`config.mk`:
```
export PLATFORM = sky130hd
export DESIGN_NAME = sesb_bank
export DESIGN_NICKNAME = d
export VERILOG_FILES = /design/src/hw/sesb_pkg.sv /design/src/hw/sesb_queue_if.sv /design/src/hw/sesb_err_queue.sv /design/src/hw/sesb_bank.sv
export SDC_FILE = /design/constraint.sdc
export NUM_CORES = 1
export LEC_CHECK = 0
export BUFFER_PORTS_ARGS = -buffer_cell sky130_fd_sc_hd__clkbuf_2
export CAP_MARGIN = 5
export CORE_MARGIN = 1.5
export CORE_UTILIZATION = 29
export CTS_BUF_LIST = sky130_fd_sc_hd__clkbuf_16
export DETAILED_ROUTE_END_ITERATION = 8
export PLACE_DENSITY = 0.53
export SYNTH_ARGS = -nofsm -noshare
export SYNTH_HDL_FRONTEND = slang
export SYNTH_HIERARCHICAL = 1
export SYNTH_SLANG_ARGS = --single-unit
```
`constraint.sdc`:
```
create_clock -name mclk -period 6.4 [get_ports mclk]
set_input_delay 1.28 -clock mclk [delete_from_list [all_inputs] [get_ports mclk]]
set_output_delay 1.28 -clock mclk [all_outputs]
set_load 0.005 [all_outputs]
```
`src/hw/sesb_pkg.sv`:
```
package sesb_pkg;
  localparam int unsigned MCLK_HZ = 250_000_000;
  localparam int unsigned EV_W = 8;
  // event bit positions
  localparam int unsigned BIT_OPC = 0;
  localparam int unsigned BIT_QUERY = 2;
  localparam int unsigned BIT_DEVICE = 3;
  localparam int unsigned BIT_EXEC = 4;
  localparam int unsigned BIT_CMD = 5;
  localparam logic [7:0] EV_USED_MASK = 8'h3d;
  localparam logic [7:0] ENABLE_RESET = 8'h00;
  localparam logic [7:0] EVENT_RESET = 8'h00;
  localparam int unsigned SUMMARY_BIT = 5;
  // error class codes, hundreds digit minus one
  localparam logic [1:0] ERR_CMD = 2'h0;
  localparam logic [1:0] ERR_EXEC = 2'h1;
  localparam logic [1:0] ERR_DEVICE = 2'h2;
  localparam logic [1:0] ERR_QUERY = 2'h3;
  localparam int unsigned QUEUE_DEPTH = 8;
  localparam int unsigned QPTR_W = 3;
  typedef enum logic [1:0] {
    OPC_IDLE = 2'b00,
    OPC_ARMED = 2'b01
  } sesb_opc_t;
endpackage : sesb_pkg

```
`src/hw/sesb_queue_if.sv`:
```
`timescale 1ns/1ps
interface sesb_queue_if;
  logic push;
  logic [15:0] push_code;
  logic pop;
  logic flush;
  logic [15:0] head_code;
  logic nonempty;
  modport owner (output push, push_code, pop, flush,
                 input head_code, nonempty);
  modport store (input push, push_code, pop, flush,
                 output head_code, nonempty);
endinterface : sesb_queue_if

```
`src/hw/sesb_err_queue.sv`:
```
`timescale 1ns/1ps
module sesb_err_queue
  import sesb_pkg::*;
(
  input wire logic mclk,
  input wire logic nrst,
  sesb_queue_if.store q
);
  typedef struct packed {
    logic [QPTR_W-1:0] wr;
    logic [QPTR_W-1:0] rd;
    logic [QPTR_W:0] count;
    logic [15:0] head;
  } sesb_q_t;
  logic [15:0] mem [QUEUE_DEPTH];
  sesb_q_t st;
  sesb_q_t next_st;
  logic do_push;
  logic do_pop;
  always_comb begin
    do_push = q.push && !q.flush &&
      (st.count != (QPTR_W+1)'(QUEUE_DEPTH));
    do_pop = q.pop && !q.flush && (st.count != '0);
    next_st = st;
    if (q.flush) begin
      next_st.wr = '0;
      next_st.rd = '0;
      next_st.count = '0;
    end else begin
      if (do_push) next_st.wr = st.wr + QPTR_W'(1);
      if (do_pop) next_st.rd = st.rd + QPTR_W'(1);
      next_st.count = st.count + (QPTR_W+1)'(do_push)
        - (QPTR_W+1)'(do_pop);
    end
    next_st.head = mem[next_st.rd];
    if (do_push && next_st.wr - QPTR_W'(1) == next_st.rd) begin
      next_st.head = q.push_code;
    end
  end
  always_ff @(posedge mclk) begin
    if (do_push) mem[st.wr] <= q.push_code;
    if (!nrst) st <= '0;
    else st <= next_st;
  end
  assign q.head_code = st.head;
  assign q.nonempty = (st.count != '0);
endmodule : sesb_err_queue

```
`src/hw/sesb_bank.sv`:
```
`timescale 1ns/1ps
module sesb_bank
  import sesb_pkg::*;
(
  input wire logic mclk,
  input wire logic nrst,
  input wire logic cls_cmd,
  input wire logic mask_wr,
  input wire logic [7:0] mask_wdata,
  input wire logic mask_rd,
  input wire logic event_rd,
  input wire logic opc_cmd,
  input wire logic work_busy,
  input wire logic err_valid,
  input wire logic [1:0] err_class,
  input wire logic [15:0] err_code,
  input wire logic err_pop,
  input wire logic oper_event,
  input wire logic ques_event,
  output logic [7:0] rdata,
  output logic rvalid,
  output logic summary,
  output logic [7:0] status_byte,
  output logic oper_latch,
  output logic ques_latch,
  output logic [15:0] err_head,
  output logic err_pending
);
  typedef struct packed {
    logic [7:0] event_enable_mask;
    logic [7:0] event_status_latch;
    sesb_opc_t opc;
    logic oper;
    logic ques;
    logic summ;
    logic [7:0] rdata;
    logic rvalid;
    logic [15:0] head;
    logic pend;
  } sesb_st_t;
  sesb_st_t st;
  sesb_st_t next_st;
  logic [7:0] ev_set;
  logic [7:0] ev_now;
  sesb_queue_if qif();
  function automatic logic [7:0] class_bit(input logic [1:0] c);
    logic [7:0] b;
    b = 8'h00;
    case (c)
      ERR_CMD: b[BIT_CMD] = 1'b1;
      ERR_EXEC: b[BIT_EXEC] = 1'b1;
      ERR_DEVICE: b[BIT_DEVICE] = 1'b1;
      ERR_QUERY: b[BIT_QUERY] = 1'b1;
      default: b = 8'h00;
    endcase
    return b;
  endfunction : class_bit
  assign qif.flush = cls_cmd;
  assign qif.push = err_valid;
  assign qif.push_code = err_code;
  assign qif.pop = err_pop;
  sesb_err_queue u_queue (
    .mclk(mclk),
    .nrst(nrst),
    .q(qif.store)
  );
  always_comb begin
    next_st = st;
    ev_set = 8'h00;
    if (err_valid) ev_set = class_bit(err_class);
    if (st.opc == OPC_ARMED && !work_busy && !opc_cmd && !cls_cmd) begin
      ev_set[BIT_OPC] = 1'b1;
      next_st.opc = OPC_IDLE;
    end
    if (opc_cmd) next_st.opc = OPC_ARMED;
    ev_now = st.event_status_latch;
    if (opc_cmd) ev_now[BIT_OPC] = 1'b0;
    // read then clear, mask query wins
    if (event_rd && !mask_rd) ev_now = 8'h00;
    next_st.event_status_latch = (ev_now | ev_set) & EV_USED_MASK;
    next_st.oper = st.oper | oper_event;
    next_st.ques = st.ques | ques_event;
    if (cls_cmd) begin
      next_st.event_status_latch = ev_set & EV_USED_MASK;
      next_st.oper = oper_event;
      next_st.ques = ques_event;
      next_st.opc = opc_cmd ? OPC_ARMED : OPC_IDLE;
    end
    if (mask_wr) next_st.event_enable_mask = mask_wdata;
    next_st.summ = |(next_st.event_status_latch
      & next_st.event_enable_mask & EV_USED_MASK);
    next_st.rvalid = mask_rd | event_rd;
    next_st.rdata = 8'h00;
    if (mask_rd) next_st.rdata = st.event_enable_mask;
    else if (event_rd) next_st.rdata = st.event_status_latch;
    next_st.head = qif.head_code;
    next_st.pend = qif.nonempty;
  end
  always_ff @(posedge mclk) begin
    if (!nrst) begin
      st <= '0;
      st.event_enable_mask <= ENABLE_RESET;
      st.event_status_latch <= EVENT_RESET;
      st.opc <= OPC_IDLE;
    end else begin
      st <= next_st;
    end
  end
  assign rdata = st.rdata;
  assign rvalid = st.rvalid;
  assign summary = st.summ;
  assign status_byte = {2'b00, st.summ, 5'b00000};
  assign oper_latch = st.oper;
  assign ques_latch = st.ques;
  assign err_head = st.head;
  assign err_pending = st.pend;
  summary_or_a: assert property (@(posedge mclk) disable iff (!nrst)
    summary == |(st.event_status_latch & st.event_enable_mask))
    else $error("summary differs from masked events");
  unused_bits_a: assert property (@(posedge mclk) disable iff (!nrst)
    (st.event_status_latch & ~EV_USED_MASK) == 8'h00)
    else $error("unused event bit set");
  read_clear_a: assert property (@(posedge mclk) disable iff (!nrst)
    event_rd && !mask_rd && !err_valid && !opc_cmd && st.opc == OPC_IDLE |=>
    st.event_status_latch == 8'h00 && rdata == $past(st.event_status_latch))
    else $error("event read did not clear");
  cls_keeps_mask_a: assert property (@(posedge mclk) disable iff (!nrst)
    cls_cmd && !mask_wr |=> $stable(st.event_enable_mask)
    && (st.opc == OPC_IDLE || $past(opc_cmd)))
    else $error("clear-status altered mask");
  cls_flush_a: assert property (@(posedge mclk) disable iff (!nrst)
    cls_cmd |=> ##1 !err_pending)
    else $error("error queue not emptied");
  cmd_class_a: assert property (@(posedge mclk) disable iff (!nrst)
    err_valid && err_class == ERR_CMD && !cls_cmd |=>
    st.event_status_latch[BIT_CMD])
    else $error("command error bit not set");
  opc_clear_a: assert property (@(posedge mclk) disable iff (!nrst)
    opc_cmd ##1 work_busy |-> !st.event_status_latch[BIT_OPC])
    else $error("opc bit not cleared");
  mask_query_a: assert property (@(posedge mclk) disable iff (!nrst)
    mask_rd && !mask_wr |=> rvalid && rdata == st.event_enable_mask)
    else $error("mask query wrong");
  mask_write_a: assert property (@(posedge mclk) disable iff (!nrst)
    mask_wr |=> st.event_enable_mask == $past(mask_wdata))
    else $error("mask not stored");
endmodule : sesb_bank

```
Word level (Yosys, flattened, before mapping):

Memories as Yosys holds them, arrays and structs flattened. A register that Yosys moved wholly into a read port is not among the register bits.
Index checks and enable logic that the tools add are counted.

* bitwise logic cells: 6
* add/sub/neg operators: 4
* reductions and logical operators: 18
* equal/unequal tests: 5
* mux-type cells: 20

Operators by type and width (count)
* $mux W10: 2
* $mux W6: 3
* $mux W8: 2
* $mux W1: 9
* $logic_and A1 B1 Y1: 8
* $add A3 B1 Y3 const B: 2
* $and A6 B6 Y6: 1
* $mux W3: 2
* $or A6 B6 Y6: 1
* $logic_not A1 Y1: 5
* $reduce_or A5 Y1: 1
* $add A4 B1 Y4: 1
* $eq A2 B1 Y1 const B: 2
* $eq A2 B2 Y1 const B: 2
* $mux W2: 2
* $ne A4 B4 Y1 const B: 1
* $reduce_bool A4 Y1: 1
* $sub A4 B1 Y4: 1
* $or A1 B1 Y1: 3
* $reduce_bool A3 Y1: 1
* $logic_not A2 Y1: 1
* $reduce_or A2 Y1: 1
* $not A1 Y1: 1

* memory bits (writable): 128
* word-level logic and storage cells: 67
* register bits: 55
* memories: 1
* output and inout port bits: 37

Memory list
* u_queue.mem: depth 8, bits a word 16, read ports 1, clocked after Yosys merged registers in 1, write ports 1, line sesb_err_queue.sv:15 `logic [15:0] mem [QUEUE_DEPTH];`

Logic depth before layout (Yosys ltp):

Gate-level depths: netlist (run 1).

* depth after elaboration: 9
* gate-level depth with buffers: 13
* mapped depth without buffers: 13

By module:

Netlist (run 1), hierarchy kept.

By module, submodules not included
* sesb_err_queue: area an instance 6262.3 sq um, times used 1, cells each 422
* sesb_bank: area an instance 1674.1 sq um, times used 1, cells each 167

Worst setup path before layout (run 1):

No wires, ideal clock.

* path kind: input -> register
* start: in cls_cmd
* end: mem u_queue.mem[0][0] (enable)
* stages on the path: 4
* data arrival time: 3.349 ns
* buffers on the path: 1
* path slack: 2.621 ns
* setup time: 0.430 ns
* data required time: 5.970 ns
* cells stage by stage: clkbuf_1 > nor2_1 > inv_1 > nor4_1

* word-level cells in the longest chain between the ends: 5

RTL lines
* from (decl): line sesb_bank.sv:7 `input wire logic cls_cmd,`
* $logic_not A1 Y1: line sesb_err_queue.sv:21 `do_push = q.push && !q.flush &&`
* $logic_and A1 B1 Y1 (2 in series): line sesb_err_queue.sv:21
* $mux W1: line sesb_err_queue.sv:41 `if (do_push) mem[st.wr] <= q.push_code;`
* $mux W1 (implied by the code): line sesb_err_queue.sv:41
* to (decl): line sesb_err_queue.sv:15

Every way passes these cells.

Worst setup path after layout (run 1):

* start: in err_pop
* end: reg, netlist name u_queue/q.head_code[0]

* word-level cells in the longest chain between the ends: 4

RTL lines
* from (decl): line sesb_bank.sv:17 `input wire logic err_pop,`
* $logic_and A1 B1 Y1 (2 in series): line sesb_err_queue.sv:23 `do_pop = q.pop && !q.flush && (st.count != '0);`
* $mux W3: line sesb_err_queue.sv:31 `if (do_pop) next_st.rd = st.rd + QPTR_W'(1);`
* $mux W10: line sesb_err_queue.sv:25 `if (q.flush) begin`

Every way passes these cells.
A chain may end at the register's enable or synchronous reset.

==> results of run 1 <==
[kinds of logic (layout without fill, tap and decap cells)]
| kind of cell | Yosys count | in the layout | synth area share, % |
|---|---|---|---|
| AO/OA/AOI/OAI | 97 | 97 | 8.58 |
| XOR/XNOR | 7 | 7 | 0.773 |
| adder cells (fa/ha/maj) | 9 | 9 | 1.51 |
| buffers and inverters | 89 | 120 | 6.64 |
| flip-flops | 197 | 197 | 65.8 |
| multiplexers | 57 | 57 | 7.19 |
| other | 1 | 7 | 0.0473 |
| AND/OR/NAND/NOR | 132 | 132 | 9.43 |
[where the power goes]
part | internal, mW | switching [mW] | leakage (nW)
Clock | 0.547 | 0.474 | 0.279
Sequential | 1.39 | 0.0135 | 1.72
Combinational | 0.0790 | 0.115 | 1.47
Total | 2.01 | 0.602 | 3.47
[routing by layer]
metal	share of wire (%)	track usage (%)	up-vias
li1	-	-	2152
met1	46	15.3	2233
met2	48	20.0	127
met3	5.0	3.08	16
met4	1.5	3.92	0
met5	0	0	-
[how the worst max path moves through the flow]
stage                        endpoint
3_3_place_gp   u_queue/q.head_code[9]
4_1_cts        u_queue/q.head_code[0]
2_1_floorplan       u_queue/mem[0][0]
3_5_place_dp   u_queue/q.head_code[7]
6_report       u_queue/q.head_code[0]
5_1_grt        u_queue/q.head_code[0]
[critical path, cell delays in order]
cell      delay, ns
clkbuf_2       0.17
nor2b_1        0.19
a211oi_4       0.23
buf_4          0.75
xor2_1         0.20
o311ai_2       0.14
buf_4          0.30
or2_1          0.58
a21oi_1        0.16
[synthesized netlist by cell type (10+ instances only)]
master,n,area (µm²)
a21oi_1,23,115
o22ai_1,18,113
nor2_1,32,120
dfxtp_1,69,1380
nor2b_1,35,219
nand2_1,12,45.0
and2_1,21,131
clkbuf_1,18,67.6
buf_4,48,360
edfxtp_1,128,3840
buf_2,10,50.1
a2111oi_0,16,140
inv_1,13,48.8
o31ai_1,17,128
mux2i_1,57,571
[layout make-up]
cell class	count	area [µm²]
Clock buffer	17	425
Clock inverter	14	145
Fill cell	2633	17900
Inverter	13	48.8
Multi-Input combinational cell	309	2260
Sequential cell	197	5230
Tap cell	341	427
Timing Repair Buffer	76	403
[per-stage QoR]
step	hold slack (ns)	worst slack, ns	total power, mW	util [%]
after floorplan	0.452	2.62	1.58	-
after global placement	0.434	2.38	1.62	31.1
after detailed placement	0.423	2.22	1.63	31.1
after CTS	0.436	2.68	2.65	33.3
after global routing	0.462	2.46	2.72	33.3
final	0.434	2.65	2.62	33.3
[registers in the layout (all words and copies together) (netlist names)]
name                 count
rdata                    8
err_head                16
err_pending              1
rvalid                   1
st                      14
ques_latch               1
u_queue/st              10
u_queue/q.head_code     16
oper_latch               1
summary                  1
u_queue/mem            128
==> results.yml, run 1 <==
drt:
  vias: 4528
  first_pass_iters: 4
  postRouteAntennaNets: 0
  wl_per_cell_um: 16.9
  drtIter0Drc: 291
  wirelength_um: 16400
  drc: 0
  vias_per_cell: 4.68
clock_tree:
  clkTransAtPathRegs_ns: 0.07
  h-tree-depth: 4
  cts_tree: "done"
  cts_setup_buffers: 0
  ctsHoldBuffers: 0
  clk_latency_ns: 0.43
  cts-resized-gates: 0
  clockBufferDepth: 2
  cts_made_buffers: 17
  root_buffer: "clkbuf_16"
  cts_sinks: 197
floorplanning:
  die_w_um: 168
  rows: 60
  die_area_um2: 28400
  io_pins: 75
  coreArea_um2: 26900
  fp.dieH_um: 168
  initial_utilization_pct: 29.5
global_route:
  grt_pass1_wl_um: 25800
  grt_pass1_vias: 4580
  grt_overflow: 0
  grtUsageTotal_pct: 12.0
  antenna_found_initial: 0
  grt_max_degree: 61
cells_and_area:
  instances_no_fill: 967
  antenna_cells: 0
  area_growth_pct: 12.6
  drive_above_1_share_pct: 19.2
  mostFrequentLayoutCells: "edfxtp_1 (128), dfxtp_1 (69), clkbuf_2 (67)"
  fin_area_um2: 8940
  fin_nets: 661
  final_common_cell: "edfxtp_1"
synthesis:
  synth_edf_count: 128
  synth.distinct_cells: 49
  async_reset_ff_share_pct: 0
  yosys_warnings: 6
  synth.ff_latch_count: 197
  syn_area_um2: 7940
  avgSynthCellArea_um2: 13.5
  seq_area_frac_synth_pct: 65.8
  synth_flop_cell: "edfxtp_1"
  synthCells: 589
critical_path:
  cp.arrival_ns: 4.03
  start_kind: "input port"
  r2r-end: "u_queue/q.head_code[0]"
  endpoint_kind: "flip-flop"
  timing.rr.start: "u_queue/st[18]"
  reg2reg_slack_ns: 2.71
  cp.required_ns: 6.68
  crit_type: "in -> reg"
  rr_worst_depth: 10
  crit_path_max_fanout: 52
  crit_start: "err_pop"
min_path:
  min_path_type: "reg -> reg"
  worst_hold_startpoint: "u_queue/q.head_code[15]"
  whs_path_depth: 1
  min_to: "err_head[15]"
place:
  dp.cells: 936
  place_area_um2: 8370
  io_buffers: 67
  place.gp.congestion: 0.778
  dpl.hpwl_um: 10200
timing:
  slew_headroom_pct: 22.7
  finalCritPeriodShare_pct: 58.6
  slew_viol_final: 0
  hold_viol: 0
  tns_ns: 0
  fin_skew_ns: 0.0111
  min_period_ns: 3.75
  rsz0062_at_grt: "false"
  fmax_mhz: 267
  finalSetupViolCount: 0
  tightest_slew_ns: 1.16
pwr:
  p_leak_nw: 3.47
  power_density_nw_per_um2: 293
  peakVddDrop_uv: 198
run_status:
  status: "completed"
job:
  maxCapViolCount: 0
Power figures use the tool's default switching activity.
==> run 2, diff against run 1 <==
PLACE_DENSITY = 0.54   (was 0.53)
clock period = 3.3 ns   (was 6.4 ns; I/O delays follow)
==> run 2 against run 1 <==
Compared with the run above: final area rose by 1.1%; highest routed layer is now met5; via count decreased by 1.3%; first-iteration DRC count fell by 7.9%; largest power group unchanged; clock skew up 0.0012 ns; critical endpoint is now u_queue/q.head_code[14].
==> results.yml, run 2 (synthesis results as in run 1) <==
cells_and_area:
  antenna_cells: 0
  final_common_cell: "edfxtp_1"
  area_growth_pct: 13.9
  largest_register_ff_count: 128
  regMostFlops: "u_queue/mem"
  drive_above_1_share_pct: 21.3
  fin_util_pct: 33.6
  fin_nets: 678
  mostFrequentLayoutCells: "edfxtp_1 (128), dfxtp_1 (69), clkbuf_2 (67)"
drt:
  postRouteAntennaNets: 0
  first_pass_iters: 5
  vias: 4471
  drtIter0Drc: 268
  vias_per_cell: 4.54
  wirelength_um: 16700
  drc: 0
  wl_per_cell_um: 17.0
critical_path:
  crit_type: "reg -> reg"
  start_kind: "flip-flop"
  path_cells: "inv_1, ha_1, or3b_1, a211oi_4, buf_12, mux2i_1, o22ai_1, a2111oi_0, a21oi_1"
  cp_top_family: "compound AO/OA/AOI/OAI gates"
  endpoint_kind: "flip-flop"
  slowest_stage: "a211oi_4"
  cp.arrival_ns: 3.18
  worst-path-stages: 9
  cp.required_ns: 3.57
  crit_path_max_fanout: 22
  rr_worst_depth: 9
  crit_buf_inv: 2
  slowest_delay_ns: 0.61
timing:
  fin_skew_ns: 0.0122
  min_period_ns: 2.90
  tightest_slew_ns: 0.801
  slew_viol_final: 0
  tns_ns: 0
  slew_headroom_pct: 46.6
  finalSetupViolCount: 0
  rsz0062_at_grt: "false"
  hold_viol: 0
  finalWorstSetupSlack_ns: 0.399
  fmax_mhz: 345
  finalCritPeriodShare_pct: 87.9
pwr:
  power_density_nw_per_um2: 552
  total_power_mw: 4.99
  p_leak_nw: 3.55
  peakVddDrop_uv: 343
job:
  maxCapViolCount: 0
global_route:
  antenna_found_initial: 2
  grt_pass1_wl_um: 26200
  grt_max_degree: 36
  grt_overflow: 0
  grt_pass1_vias: 4509
  grtUsageTotal_pct: 12.3
place:
  io_buffers: 67
  dpl.hpwl_um: 10600
  place.gp.congestion: 0.717
  dp_slack_ns: 0.368
clock_tree:
  clkTransAtPathRegs_ns: 0.07
  root_buffer: "clkbuf_16"
  clockBufferDepth: 2
  cts-resized-gates: 0
  h-tree-depth: 4
  cts_made_buffers: 17
  cts_sinks: 197
  cts_tree: "done"
  clk_latency_ns: 0.43
  ctsHoldBuffers: 0
  cts_setup_buffers: 0
floorplanning:
  coreArea_um2: 26900
  initial_utilization_pct: 29.5
  io_pins: 75
  die_w_um: 168
  fp.dieH_um: 168
  rows: 60
  die_area_um2: 28400
run_status:
  status: "completed"
min_path:
  min_path_type: "reg -> reg"
  whs_path_depth: 1
==> run 2: power breakdown <==
| group | internal [mW] | switching [mW] | total (mW) |
|---|---|---|---|
| combinational | 0.169 | 0.229 | 0.397 |
| clock | 0.969 | 0.906 | 1.87 |
| sequential | 2.69 | 0.0266 | 2.72 |
| total | 3.83 | 1.16 | 4.99 |
==> run 2: final timing paths <==
check	from	endpoint	slack (ns)
hold / removal	u_queue/q.head_code[7]	err_head[7]	0.43
setup reg to reg	u_queue/st[18]	u_queue/q.head_code[14]	0.40
setup / recovery	u_queue/st[18]	u_queue/q.head_code[14]	0.40
hold reg to reg	u_queue/q.head_code[7]	err_head[7]	0.43
==> run 2: final cells by class <==
cell class | count | area [µm²]
Fill cell | 2675 | 17800
Sequential cell | 197 | 5230
Multi-Input combinational cell | 309 | 2250
Timing Repair Buffer | 93 | 556
Tap cell | 341 | 427
Clock buffer | 17 | 425
Clock inverter | 15 | 111
Inverter | 13 | 48.8
==> run 2: metal layers <==
layer	up-vias	track usage, %	wire length, µm
met5	-	0	25
met4	4	3.49	125
met3	11	3.24	699
met2	98	20.3	7930
met1	2170	15.9	7950
li1	2188	-	-
==> run 2: metrics by stage <==
stage | cells | hold slack (ns) | cell area, µm²
after floorplan | 595 | 0.452 | 7960
after global placement | 953 | 0.418 | 8500
after detailed placement | 953 | 0.420 | 8500
after CTS | 985 | 0.430 | 9040
after global routing | 985 | 0.462 | 9040
final | 985 | 0.433 | 9040
==> run 3, diff against run 2 <==
CORE_MARGIN = 2   (was 1.5)
==> run 3 against run 2 <==
Compared with the run above: total power increased by 5.4%; sequential cell count did not move; via count up 3.0%; first-iteration DRC count up 19%; clock skew is 0.0018 ns lower; critical path depth is the same; die area rose by 1.2%; register-to-register slack better by 0.12 ns; non-clock buffer count decreased by 1; critical path type unchanged; largest power group unchanged; highest routed layer is now met4.
==> results.yml, run 3 (synthesis results as in run 1) <==
critical_path:
  start_kind: "flip-flop"
  crit_start: "u_queue/st[18]"
  crit_type: "reg -> reg"
  crit_path_max_fanout: 32
  endpoint_kind: "flip-flop"
  cp.required_ns: 3.61
  cp.arrival_ns: 3.09
  timing.rr.start: "u_queue/st[18]"
drt:
  vias: 4603
  wirelength_um: 17400
  wl_per_cell_um: 17.7
  vias_per_cell: 4.68
  first_pass_iters: 4
  drtIter0Drc: 318
  drc: 0
  postRouteAntennaNets: 0
clock_tree:
  root_buffer: "clkbuf_16"
  cts_sinks: 197
  cts-resized-gates: 0
  cts_setup_buffers: 0
  cts_tree: "done"
  cts_made_buffers: 17
  clk_latency_ns: 0.43
  clockBufferDepth: 2
  h-tree-depth: 4
  clkTransAtPathRegs_ns: 0.07
  ctsHoldBuffers: 0
min_path:
  min_path_type: "reg -> reg"
  worst_hold_startpoint: "u_queue/q.head_code[7]"
timing:
  rsz0062_at_grt: "false"
  slew_viol_final: 0
  finalSetupViolCount: 0
  fmax_mhz: 360
  fin_skew_ns: 0.0104
  hold_viol: 0
  tns_ns: 0
  slew_headroom_pct: 60.3
  tightest_slew_ns: 0.596
  finalCritPeriodShare_pct: 84.2
  min_period_ns: 2.78
floorplanning:
  die_w_um: 169
  die_area_um2: 28700
  initial_utilization_pct: 29.5
  coreArea_um2: 26900
  fp.dieH_um: 169
  rows: 60
  io_pins: 75
cells_and_area:
  area_growth_pct: 15.1
  antenna_cells: 0
  regMostFlops: "u_queue/mem"
  fin_nets: 677
  instances_no_fill: 984
  fin_area_um2: 9140
  mostFrequentLayoutCells: "edfxtp_1 (128), dfxtp_1 (69), clkbuf_2 (67)"
  n_fill_cell: 2598
  largest_register_ff_count: 128
  fin_util_pct: 34.0
  final_common_cell: "edfxtp_1"
  drive_above_1_share_pct: 21.3
global_route:
  grt_overflow: 0
  grt_max_degree: 34
  grtUsageTotal_pct: 12.4
  grt_pass1_vias: 4618
  grt_pass1_wl_um: 26700
  antenna_found_initial: 0
place:
  dp.cells: 952
  dpl.hpwl_um: 10500
  io_buffers: 67
  place.gp.congestion: 0.714
  place_area_um2: 8520
pwr:
  p_leak_nw: 3.61
  peakVddDrop_uv: 379
  power_density_nw_per_um2: 576
  total_power_mw: 5.26
run_status:
  status: "completed"
job:
  maxCapViolCount: 0
-- run 3: metrics by stage --
stage | worst slack [ns] | hold slack, ns
after floorplan | 0.141 | 0.452
after global placement | 0.458 | 0.419
after detailed placement | 0.472 | 0.424
after CTS | 0.520 | 0.439
after global routing | 0.265 | 0.458
final | 0.521 | 0.435
-- run 3: cell type report --
| cell class | count | area, µm² | share of cell area, % |
|---|---|---|---|
| multi-input combinational | 309 | 2250 | 24.6 |
| inverter | 13 | 48.8 | 0.534 |
| clock inverter | 15 | 190 | 2.08 |
| clock buffer | 17 | 425 | 4.66 |
| timing repair buffer | 92 | 573 | 6.27 |
| sequential | 197 | 5230 | 57.2 |
| tap | 341 | 427 | 4.67 |
-- run 3: worst max-delay path: stages, from the launching register on --
cell	delay (ns)
dfxtp_1	0.30
inv_1	0.09
ha_1	0.18
or3b_1	0.41
a211oi_4	0.48
buf_12	0.31
mux2i_1	0.22
nor2_1	0.05
a2111oi_0	0.45
a21oi_1	0.12
-- run 3: worst paths after layout --
kind / endpoint / slack, ns / depth (start not counted)
worst min register to register: err_head[7] / 0.44 / 1
worst max-delay path: u_queue/q.head_code[0] / 0.52 / 9
worst max register to register: u_queue/q.head_code[0] / 0.52 / 9
worst min-delay path: err_head[7] / 0.44 / 1
-- run 3: metal layers --
layer | wire, µm | track usage [%] | vias up
met2 | 7980 | 20.3 | 115
met3 | 715 | 2.89 | 17
met1 | 8490 | 16.5 | 2275
li1 | - | - | 2196
met5 | 0 | 0 | -
met4 | 219 | 3.68 | 0
-- run 3: power breakdown --
group          internal [mW]  switching, mW
sequential              2.69         0.0255
combinational          0.171          0.235
clock                   1.15          0.982
